File: src/hdl/isx_pkg.sv
// Package for the inc/dec-skip and OR execution block: opcodes, flags, limits.
// Assumes an 8-bit core with 16-bit instruction words and a 12-bit data address.
package isx_pkg;

  localparam logic [5:0] OPC_DEC_SKIP_NZ = 6'h13; // 0100 11
  localparam logic [5:0] OPC_INC_SKIP_Z = 6'h0f;  // 0011 11
  localparam logic [5:0] OPC_INC_SKIP_NZ = 6'h12; // 0100 10
  localparam logic [5:0] OPC_OR_W_FILE = 6'h04;   // 0001 00

  // Indexed literal offset applies at or below this file operand
  localparam logic [7:0] IDX_OFFSET_LIMIT = 8'h5f;
  // Access bank split: low part is GPR bank 0, high part is SFR bank 15
  localparam logic [7:0] ACCESS_SPLIT = 8'h60;
  localparam logic [3:0] SFR_BANK = 4'hf;

  localparam int FLAG_N_POS = 4;
  localparam int FLAG_Z_POS = 2;
  localparam logic [7:0] W_RESET = 8'h00;
  localparam logic [4:0] STATUS_RESET = 5'h00;

  // Instruction word with its decoded fields
  typedef struct packed {
    logic [5:0] opc;
    logic dest_file;
    logic use_bank;
    logic [7:0] file;
  } isx_insn_s;

  // Data memory request to the outside
  typedef struct packed {
    logic rd;
    logic wr;
    logic [11:0] addr;
    logic [7:0] wdata;
  } isx_mem_s;

  typedef enum logic [2:0] {
    ST_RUN = 3'b001,
    ST_FLUSH = 3'b010,
    ST_FLUSH2 = 3'b100
  } isx_state_e;

endpackage

File: src/hdl/isx_exec.sv
// Execution unit for decrement/increment-and-skip and OR of W with file.
// Assumes one instruction cycle per mclk_i edge with a valid strobe, data memory
// read data returned combinationally in the same cycle as the read address.
// Also assumes the core leaves one free cycle after an op that writes back to
// a file register: the data address bus is shared, and while the write is
// pending it carries the write address, not the next read address.
// Overview of operation
// - Decrement, write per d, skip if nonzero
// - Increment, write per d, skip if zero
// - Increment, write per d, skip if nonzero
// - OR W with file, set N and Z only
// - Access 0 plus extended set indexes low operands
`timescale 1ns/1ps
`default_nettype none
module isx_exec
  import isx_pkg::*;
(
  input wire logic mclk_i,
  input wire logic srst_i,
  input wire logic insn_valid_i,
  input wire isx_insn_s insn_i,
  input wire logic next_two_word_i,
  input wire logic ext_set_i,
  input wire logic [3:0] bank_select_register_i,
  input wire logic [11:0] fsr2_i,
  input wire logic [7:0] mem_rdata_i,
  output isx_mem_s mem_o,
  output logic [7:0] w_o,
  output logic [4:0] status_o,
  output logic skip_o,
  output logic busy_o,
  output logic accepted_o
);

  // Architectural state held here: W and the status flags
  logic [7:0] w_q;
  logic [7:0] w_d;
  logic [4:0] status_q;
  logic [4:0] status_d;
  // Skip sequencer and its one-cycle skip pulse
  isx_state_e state_q;
  isx_state_e state_d;
  logic skip_q;
  logic skip_d;
  // Pending write-back to data memory
  isx_mem_s mem_q;
  isx_mem_s mem_d;
  // Effective address and opcode decode
  logic [11:0] addr;
  logic op_dec_nz;
  logic op_inc_z;
  logic op_inc_nz;
  logic op_or;
  logic op_skip_kind;
  logic is_op;
  // Datapath result and the skip decision for this cycle
  logic [7:0] result;
  logic skip_now;

  // Effective address: banked, access bank or indexed off fsr2_i
  isx_addr_gen u_addr (
    .file_i(insn_i.file),
    .use_bank_i(insn_i.use_bank),
    .ext_set_i(ext_set_i),
    .bank_select_register_i(bank_select_register_i),
    .fsr2_i(fsr2_i),
    .addr_o(addr),
    .indexed_o()
  );

  // Opcode decode; any other code is left for the rest of the core
  assign op_dec_nz = (insn_i.opc == OPC_DEC_SKIP_NZ);
  assign op_inc_z = (insn_i.opc == OPC_INC_SKIP_Z);
  assign op_inc_nz = (insn_i.opc == OPC_INC_SKIP_NZ);
  assign op_or = (insn_i.opc == OPC_OR_W_FILE);
  assign op_skip_kind = op_dec_nz || op_inc_z || op_inc_nz;

  // A word offered while flushing is the discarded one, so it is never taken
  assign is_op = insn_valid_i && (state_q == ST_RUN) && (op_skip_kind || op_or);

  // Result and skip decision; read data must be valid in the same cycle
  always_comb begin
    result = mem_rdata_i;
    skip_now = 1'b0;
    unique case (insn_i.opc)
      // 00h minus one wraps to FFh, which is nonzero and so skips
      OPC_DEC_SKIP_NZ: begin
        result = mem_rdata_i - 8'h01;
        skip_now = (result != 8'h00);
      end
      // FFh plus one wraps to 00h, the only value that skips
      OPC_INC_SKIP_Z: begin
        result = mem_rdata_i + 8'h01;
        skip_now = (result == 8'h00);
      end
      OPC_INC_SKIP_NZ: begin
        result = mem_rdata_i + 8'h01;
        skip_now = (result != 8'h00);
      end
      // Flags are taken from the same value that is written
      OPC_OR_W_FILE: begin
        result = w_q | mem_rdata_i;
      end
      default: begin
        result = mem_rdata_i;
      end
    endcase
    skip_now = skip_now && is_op;
  end

  // Working register: takes the result when the destination bit is 0
  always_comb begin
    w_d = w_q;
    if (is_op && !insn_i.dest_file) begin
      w_d = result;
    end
  end

  always_ff @(posedge mclk_i) begin
    if (srst_i) begin
      w_q <= W_RESET;
    end else begin
      w_q <= w_d;
    end
  end

  // Status: skip opcodes leave every flag alone, OR touches N and Z only
  always_comb begin
    status_d = status_q;
    if (is_op && op_or) begin
      status_d[FLAG_N_POS] = result[7];
      status_d[FLAG_Z_POS] = (result == 8'h00);
    end
  end

  always_ff @(posedge mclk_i) begin
    if (srst_i) begin
      status_q <= STATUS_RESET;
    end else begin
      status_q <= status_d;
    end
  end

  // Write-back is registered so the strobe is clean for a whole cycle.
  // The price is a one-cycle gap: an op issued while the write is pending
  // would see the write address on the shared bus.
  always_comb begin
    mem_d = '0;
    if (is_op && insn_i.dest_file) begin
      mem_d.wr = 1'b1;
      mem_d.addr = addr;
      mem_d.wdata = result;
    end
  end

  always_ff @(posedge mclk_i) begin
    if (srst_i) begin
      mem_q <= '0;
    end else begin
      mem_q <= mem_d;
    end
  end

  // Skip sequencing: one flush cycle, a second for a two-word victim
  always_comb begin
    state_d = state_q;
    skip_d = 1'b0;
    unique case (state_q)
      ST_RUN: begin
        if (skip_now) begin
          state_d = ST_FLUSH;
          skip_d = 1'b1;
        end
      end
      // This cycle's word is the discarded one; it is never taken
      ST_FLUSH: begin
        state_d = next_two_word_i ? ST_FLUSH2 : ST_RUN;
      end
      // Second word of a two-word victim is dropped as well
      ST_FLUSH2: begin
        state_d = ST_RUN;
      end
      default: begin
        state_d = ST_RUN;
      end
    endcase
  end

  // Sequencer registers
  always_ff @(posedge mclk_i) begin
    if (srst_i) begin
      state_q <= ST_RUN;
      skip_q <= 1'b0;
    end else begin
      state_q <= state_d;
      skip_q <= skip_d;
    end
  end

  // Read is live this cycle; the write lands one cycle later from a flop
  always_comb begin
    mem_o = mem_q;
    if (is_op) begin
      mem_o.rd = 1'b1;
      // A pending write-back keeps its own address on the bus
      if (!mem_q.wr) begin
        mem_o.addr = addr;
      end
    end
  end

  // Data outputs come straight from flops
  assign w_o = w_q;
  assign status_o = status_q;
  assign skip_o = skip_q;
  // Fetched word is discarded while flushing
  assign busy_o = (state_q != ST_RUN);
  // Taken in the cycle it is offered; the core advances on this
  assign accepted_o = is_op;

endmodule
`default_nettype wire

File: src/hdl/isx_addr_gen.sv
// Effective data address for a byte-oriented instruction.
// Assumes FSR2 and the bank select register are supplied by the core.
`timescale 1ns/1ps
`default_nettype none
module isx_addr_gen
  import isx_pkg::*;
(
  input wire logic [7:0] file_i,
  input wire logic use_bank_i,
  input wire logic ext_set_i,
  input wire logic [3:0] bank_select_register_i,
  input wire logic [11:0] fsr2_i,
  output logic [11:0] addr_o,
  output logic indexed_o
);

  // Access bit 0 with extended set on: low operands index off FSR2
  always_comb begin
    indexed_o = !use_bank_i && ext_set_i && (file_i <= IDX_OFFSET_LIMIT);
    if (indexed_o) begin
      addr_o = fsr2_i + {4'h0, file_i};
    end else if (use_bank_i) begin
      addr_o = {bank_select_register_i, file_i};
    end else if (file_i < ACCESS_SPLIT) begin
      addr_o = {4'h0, file_i};
    end else begin
      addr_o = {SFR_BANK, file_i};
    end
  end

endmodule
`default_nettype wire

File: config.mk
export PLATFORM = sky130hd
export DESIGN_NAME = isx_exec
export DESIGN_NICKNAME = d
export VERILOG_FILES = /design/src/hdl/isx_pkg.sv /design/src/hdl/isx_exec.sv /design/src/hdl/isx_addr_gen.sv
export SDC_FILE = /design/constraint.sdc
export NUM_CORES = 1
export LEC_CHECK = 0
export BUFFER_PORTS_ARGS = -buffer_cell sky130_fd_sc_hd__buf_2
export CORE_ASPECT_RATIO = 2
export CORE_MARGIN = 2
export CORE_UTILIZATION = 47
export DETAILED_ROUTE_END_ITERATION = 10
export PLACE_DENSITY = 0.77
export SKIP_CTS_REPAIR_TIMING = 1
export SLEW_MARGIN = 20
export SYNTH_ARGS = -nofsm -noshare
export SYNTH_HDL_FRONTEND = slang
export SYNTH_HIERARCHICAL = 1
export SYNTH_SLANG_ARGS = --single-unit
File: constraint.sdc
create_clock -name mclk_i -period 1.9 [get_ports mclk_i]
set_input_delay 0.095 -clock mclk_i [delete_from_list [all_inputs] [get_ports mclk_i]]
set_output_delay 0.095 -clock mclk_i [all_outputs]
set_load 0.1 [all_outputs]
==> impl_metrics.env, run 1 <==
export IMPL_crit_required_ps=1800
export IMPL_cts_tree="built"
export IMPL_clock_path_buffers=2
export IMPL_fin_area_mm2=0.00418
export IMPL_final_max_slew_viol_count=0
export IMPL_cpPeakStageDelay_ps=360
export IMPL_async_reset_ff_share_pct=0
export IMPL_yosysTopAreaCell="dfxtp_1"
export IMPL_synth_edf_count=0
export IMPL_clk_latency_ps=280
export IMPL_postPlaceCellArea_mm2=0.00380
export IMPL_syn_inst=332
export IMPL_wl_met1_um=3080
export IMPL_avgViaCountPerCell=5.89
export IMPL_synthTopCellsByCount="dfxtp_1, nor2_1, nand2_1"
export IMPL_cp_buffers_inverters=4
export IMPL_drive_gt1_share_pct=45.5
export IMPL_drt_first_pass_iters=5
export IMPL_finalSetupViolCount=12
export IMPL_yosysMostFrequentCell="dfxtp_1"
export IMPL_dieArea_mm2=0.00651
export IMPL_grt_usage_pct=28.7
export IMPL_grt_max_degree=15
export IMPL_drt_iter0_markers=193
export IMPL_portBuffers=79
export IMPL_peakVddDrop_v=0.000628
export IMPL_die_h_um=112
export IMPL_h_tree_depth=2
export IMPL_fp_dieW_um=58.0
export IMPL_rows=39
export IMPL_cp_max_fo=3
export IMPL_syn_area_mm2=0.00275
export IMPL_antenna_found_initial=0
export IMPL_critPathSlowestCell="fa_2"
export IMPL_p_clk_share_pct=40.2
export IMPL_grt_pass1_wl_um=14500
export IMPL_route_met3_wl_um=438
export IMPL_p_seq_share_pct=31.0
export IMPL_cts_clk_slew_worst_paths_ps=60
export IMPL_synth_ff_type="dfxtp_1"
export IMPL_gp_congestion=0.943
export IMPL_yosys_cell_types_count=61
export IMPL_wirelength_um=9690
export IMPL_crit_chain="buf_8 > ha_4 > inv_2 > fa_2 > nand2b_4 > a21oi_2 > buf_4 > o2111ai_2 > xor2_1 > o22ai_1 > mux2_4 > buf_12"
export IMPL_dr_max_layer_used="met4"
export IMPL_finalSetupTns_ps=-1970
export IMPL_p_sw_w=0.000728
export IMPL_min_path_type="in2reg"
export IMPL_period_share_pct=114
export IMPL_netlist_area_leader_share_pct=25.5
export IMPL_grt_ovfl_total=0
export IMPL_clock_fmax_mhz=460
export IMPL_critPathTopFamily="adder cells"
export IMPL_dpl_hpwl_um=7140
export IMPL_drc=0
export IMPL_skew_ps=2.32
export IMPL_cts_sinks=35
export IMPL_routedWlPerCell_um=18.3
export IMPL_power_density_mw_per_mm2=572
export IMPL_root_buffer="clkbuf_16"
export IMPL_grt_setup_unrepaired="true"
export IMPL_ys_top_cells_by_area="dfxtp_1, ha_1, mux2_4"
export IMPL_final_nets=525
export IMPL_num_antenna_cells=0
export IMPL_start_kind="input port"
export IMPL_switching_share_pct=30.5
export IMPL_internal_power_w=0.00166
export IMPL_grt_pass1_vias=3210
export IMPL_violations="negative setup slack"
export IMPL_fin_ws_ps=-273
export IMPL_status="complete, but fails checks"
export IMPL_fin_worst_hold_slack_ps=59.3
export IMPL_cp_arrival_ps=2080
export IMPL_numCtsBuffers=5
export IMPL_pin_count=83
export IMPL_ys_seq_area_share_pct=25.5
export IMPL_ys_ff_latch=35
export IMPL_power_leakage_nw=1.91
export IMPL_yosys_warnings=6
export IMPL_postRouteAntennaNets=0
export IMPL_syn2layout_area_growth_pct=52.1
export IMPL_core_area_mm2=0.00566
export IMPL_p_comb_share_pct=28.8
export IMPL_criticalPathCategory="in2out"
export IMPL_initial_core_util_pct=48.5
export IMPL_maxCapViolCount=0
export IMPL_end_kind="primary output"
export IMPL_vias=3117
export IMPL_period_minus_slack_ps=2170
export IMPL_finalHoldViolCount=0
export IMPL_wl_met2_um=5640
export IMPL_dpl_worst_slack_ps=-341
export IMPL_avgSynthCellArea_um2=8.27
[worst paths after layout]
kind | depth (start not counted) | start | to | slack (ps)
hold reg to reg | 2 | state_q[1] | state_q[2] | 470
hold / removal | 3 | next_two_word_i | state_q[2] | 60
setup reg to reg | 8 | state_q[2] | mem_o[0] | 220
setup / recovery | 12 | insn_i[0] | mem_o[18] | -270
[registers in the layout (all words and copies together), names as in the netlist]
name and count:
mem_o 9, mem_q 12, skip_o 1, state_q 3, status_o 2, w_o 8
[layer usage]
metal,GRT usage [%],up-vias
met5,0,-
met1,25.1,1476
met3,3.46,38
met4,18.4,0
li1,-,1463
met2,56.6,140
[worst min-delay path: stages]
cell and delay (ps):
buf_2 100, nand2_1 50, nor4_1 50
[cell usage in the layout (no fill, tap or decap), types with 3 or more instances in the layout]
cell	count
and3_1	3
buf_6	5
buf_12	14
nor4_1	3
inv_2	4
a31oi_1	4
mux2_4	10
nor2b_1	6
clkbuf_16	5
nor2_1	31
ha_1	6
o21a_1	3
nand2_1	22
nand2b_4	3
nand4_1	6
or3_1	3
dfxtp_1	35
a211oi_1	7
a21oi_1	11
and2_1	15
a21o_1	6
inv_1	6
buf_4	75
ha_4	4
a211oi_2	3
nand3_1	10
a21boi_0	5
conb_1	3
o211ai_1	3
nor3_1	5
buf_2	61
o21ai_0	19
xnor2_1	6
xor2_1	10
[logic make-up (layout without fill, tap and decap cells)]
family	after synthesis	after routing	share of synthesized area, %
compound gates	87	87	23.5
xor+xnor	17	17	5.42
fa+ha+maj	13	13	6.20
buf+inv	41	174	8.30
flops	35	35	25.5
mux	13	13	6.65
other cells	1	3	0.137
simple gates	125	126	24.2
[power by group through the flow]
stage	Clock (W)	Sequential, W	Combinational, W
2_1_floorplan	0	0.000774	0.000335
6_report	0.000960	0.000741	0.000687
3_5_place_dp	0	0.000757	0.000607
5_1_grt	0.000996	0.000741	0.000728
3_3_place_gp	0	0.000757	0.000591
4_1_cts	0.000971	0.000741	0.000613
[metrics by stage]
stage	util [%]	std cells	power, W
global route	73.8	529	0.00247
floorplan	-	334	0.00111
global placement	67.1	514	0.00135
detailed placement	67.1	514	0.00136
finish	73.8	529	0.00239
CTS	70.1	522	0.00232
[layout make-up]
cell class              count  area (um2)
fillers                   419        1490
multi-input cells         259        1970
inverters                  10        37.5
well taps                  61        76.3
clock inverters             3        43.8
clock buffers               5         125
repair buffers            156        1220
flip-flops and latches     35         701
Power figures use the tool's default switching activity.
==> inputs of run 2 (changes only) <==
--- a/config.mk
+++ b/config.mk
@@ -11,6 +11,7 @@
 export CORE_UTILIZATION = 47
 export DETAILED_ROUTE_END_ITERATION = 10
 export PLACE_DENSITY = 0.77
+export REMOVE_ABC_BUFFERS = 1
 export SKIP_CTS_REPAIR_TIMING = 1
 export SLEW_MARGIN = 20
 export SYNTH_ARGS = -nofsm -noshare
==> run 2 against run 1 <==
Compared with the run above:
- global-route usage shrank 1.8 points
- the run still ends with negative setup slack left
- first-iteration DRC count down 30%
- critical endpoint is now mem_o[17]
- clock skew rose by 2.8 ps
- design area down 2.5%
- wire length fell by 6.9%
- hold slack gained 12 ps
==> impl_metrics.env, run 2 (synthesis results as in run 1) <==
export IMPL_mostFrequentLayoutCells="buf_4, buf_2, dfxtp_1, nor2_1, nand2_1"
export IMPL_numCtsBuffers=5
export IMPL_fp_dieW_um=58.0
export IMPL_skew_ps=5.09
export IMPL_root_buffer="clkbuf_16"
export IMPL_crit_required_ps=1800
export IMPL_die_h_um=112
export IMPL_wirelength_um=9030
export IMPL_drc=0
export IMPL_antenna_found_initial=0
export IMPL_endpoint="mem_o[17]"
export IMPL_h_tree_depth=2
export IMPL_dpl_hpwl_um=6920
export IMPL_final_common_cell="buf_4"
export IMPL_finalSetupViolCount=12
export IMPL_r2r_slack_ps=90
export IMPL_cp_buffers_inverters=2
export IMPL_final_max_slew_viol_count=0
export IMPL_seq_area_um2=701
export IMPL_start_kind="input port"
export IMPL_final_nets=517
export IMPL_fin_ws_ps=-233
export IMPL_postRouteAntennaNets=0
export IMPL_syn2layout_area_growth_pct=48.3
export IMPL_critPathTopFamily="simple AND/OR/NAND/NOR gates"
export IMPL_cp_max_fo=4
export IMPL_grt_setup_unrepaired="true"
export IMPL_vias=3030
export IMPL_largest_register_ffs=12
export IMPL_power_leakage_nw=1.88
export IMPL_pin_count=83
export IMPL_routedWlPerCell_um=17.3
export IMPL_period_share_pct=112
export IMPL_grt_usage_pct=26.8
export IMPL_multi_input_area_mm2=0.00189
export IMPL_end_kind="primary output"
export IMPL_cts_tree="built"
export IMPL_drive_gt1_share_pct=42.2
export IMPL_period_minus_slack_ps=2130
export IMPL_cp_arrival_ps=2040
export IMPL_grt_pass1_vias=3145
export IMPL_finalSetupTns_ps=-2200
export IMPL_criticalPathCategory="in2out"
export IMPL_drt_first_pass_iters=4
export IMPL_gp_congestion=0.912
export IMPL_critPathSlowestCell="or4b_1"
export IMPL_cts_clk_slew_worst_paths_ps=60
export IMPL_maxCapViolCount=0
export IMPL_portBuffers=79
export IMPL_hold_depth=3
export IMPL_peakVddDrop_v=0.000620
export IMPL_clock_fmax_mhz=469
export IMPL_rows=39
export IMPL_status="complete, but fails checks"
export IMPL_drt_iter0_markers=136
export IMPL_rr_startpoint="state_q[2]"
export IMPL_core_area_mm2=0.00566
export IMPL_finalHoldViolCount=0
export IMPL_cpPeakStageDelay_ps=500
export IMPL_initial_core_util_pct=48.5
export IMPL_cts_sinks=35
export IMPL_clk_latency_ps=280
export IMPL_min_path_type="in2reg"
export IMPL_clock_path_buffers=2
export IMPL_power_density_mw_per_mm2=572
export IMPL_avgViaCountPerCell=5.82
export IMPL_num_antenna_cells=0
export IMPL_crit_cells=9
export IMPL_regMostFlops="mem_q"
export IMPL_violations="negative setup slack"
export IMPL_grt_max_degree=16
export IMPL_post_place_cells=511
export IMPL_fillers=414
export IMPL_grt_pass1_wl_um=13600
export IMPL_r2r_end="w_o[7]"
export IMPL_grt_ovfl_total=0
export IMPL_crit_path_start="insn_i[4]"
export IMPL_dieArea_mm2=0.00651
export IMPL_fin_cells=521
export IMPL_crit_chain="buf_2 > ha_1 > o211ai_1 > o21ai_2 > nand4_1 > or4b_1 > nand3_1 > mux2_4 > buf_12"
export IMPL_power_total_w=0.00233
export IMPL_r2r_cells=7
[run 2: cell types whose count changed in the layout (fill, tap and decap cells not counted), moves of 2 or more]
cell	before	now
buf_4	75	67
ha_1	6	10
ha_2	2	0
ha_4	4	2
nand3_1	10	12
nand3_2	2	0
[run 2: layout make-up]
cell class | instances | area share, %
Clock buffer | 5 | 3.07
Timing Repair Buffer | 149 | 29.3
Sequential cell | 35 | 17.2
Tap cell | 61 | 1.88
Clock inverter | 3 | 1.08
Inverter | 10 | 0.922
Multi-Input combinational cell | 258 | 46.5
[run 2: stage by stage]
stage / setup WS (ps) / hold WS (ps) / util (%) / area (um2)
after floorplan: -2010 / 160 / - / 2560
after global placement: -247 / 355 / 66.6 / 3770
after detailed placement: -324 / 366 / 66.6 / 3770
after CTS: -325 / 67.9 / 69.5 / 3940
after global routing: -339 / 73.9 / 71.9 / 4070
final: -233 / 71.0 / 71.9 / 4070
[run 2: report_power, final]
group          switching (W)  leakage, nW  total, W  internal (W)
registers         0.00000284        0.282  0.000741      0.000738
logic               0.000365         1.51  0.000650      0.000286
clock network       0.000320       0.0838  0.000938      0.000618
[run 2: worst min-delay path by stage]
stage,startpoint,end,slack [ps]
after floorplan,srst_i,w_o[5],160
after global placement,next_two_word_i,state_q[2],360
after detailed placement,next_two_word_i,state_q[2],370
after CTS,next_two_word_i,state_q[2],70
after global routing,next_two_word_i,state_q[2],70
final,next_two_word_i,state_q[2],70
[run 2: worst register-to-register path, delay by kind of cell, from the launching register on]
family                 cells  cell delay [ps]
flip-flops                 1              310
AND/OR/NAND/NOR            3              380
AO/OA/AOI/OAI              2              640
buffers and inverters      2              400
[run 2: per-layer routing]
layer	part of all wire [%]	wire length, um	global-route usage, %	vias up
met5	0	0	0	-
met4	6.0	540	18.8	0
met3	4.0	358	3.11	39
met2	58	5270	53.6	111
met1	32	2860	22.2	1430
li1	-	-	-	1450
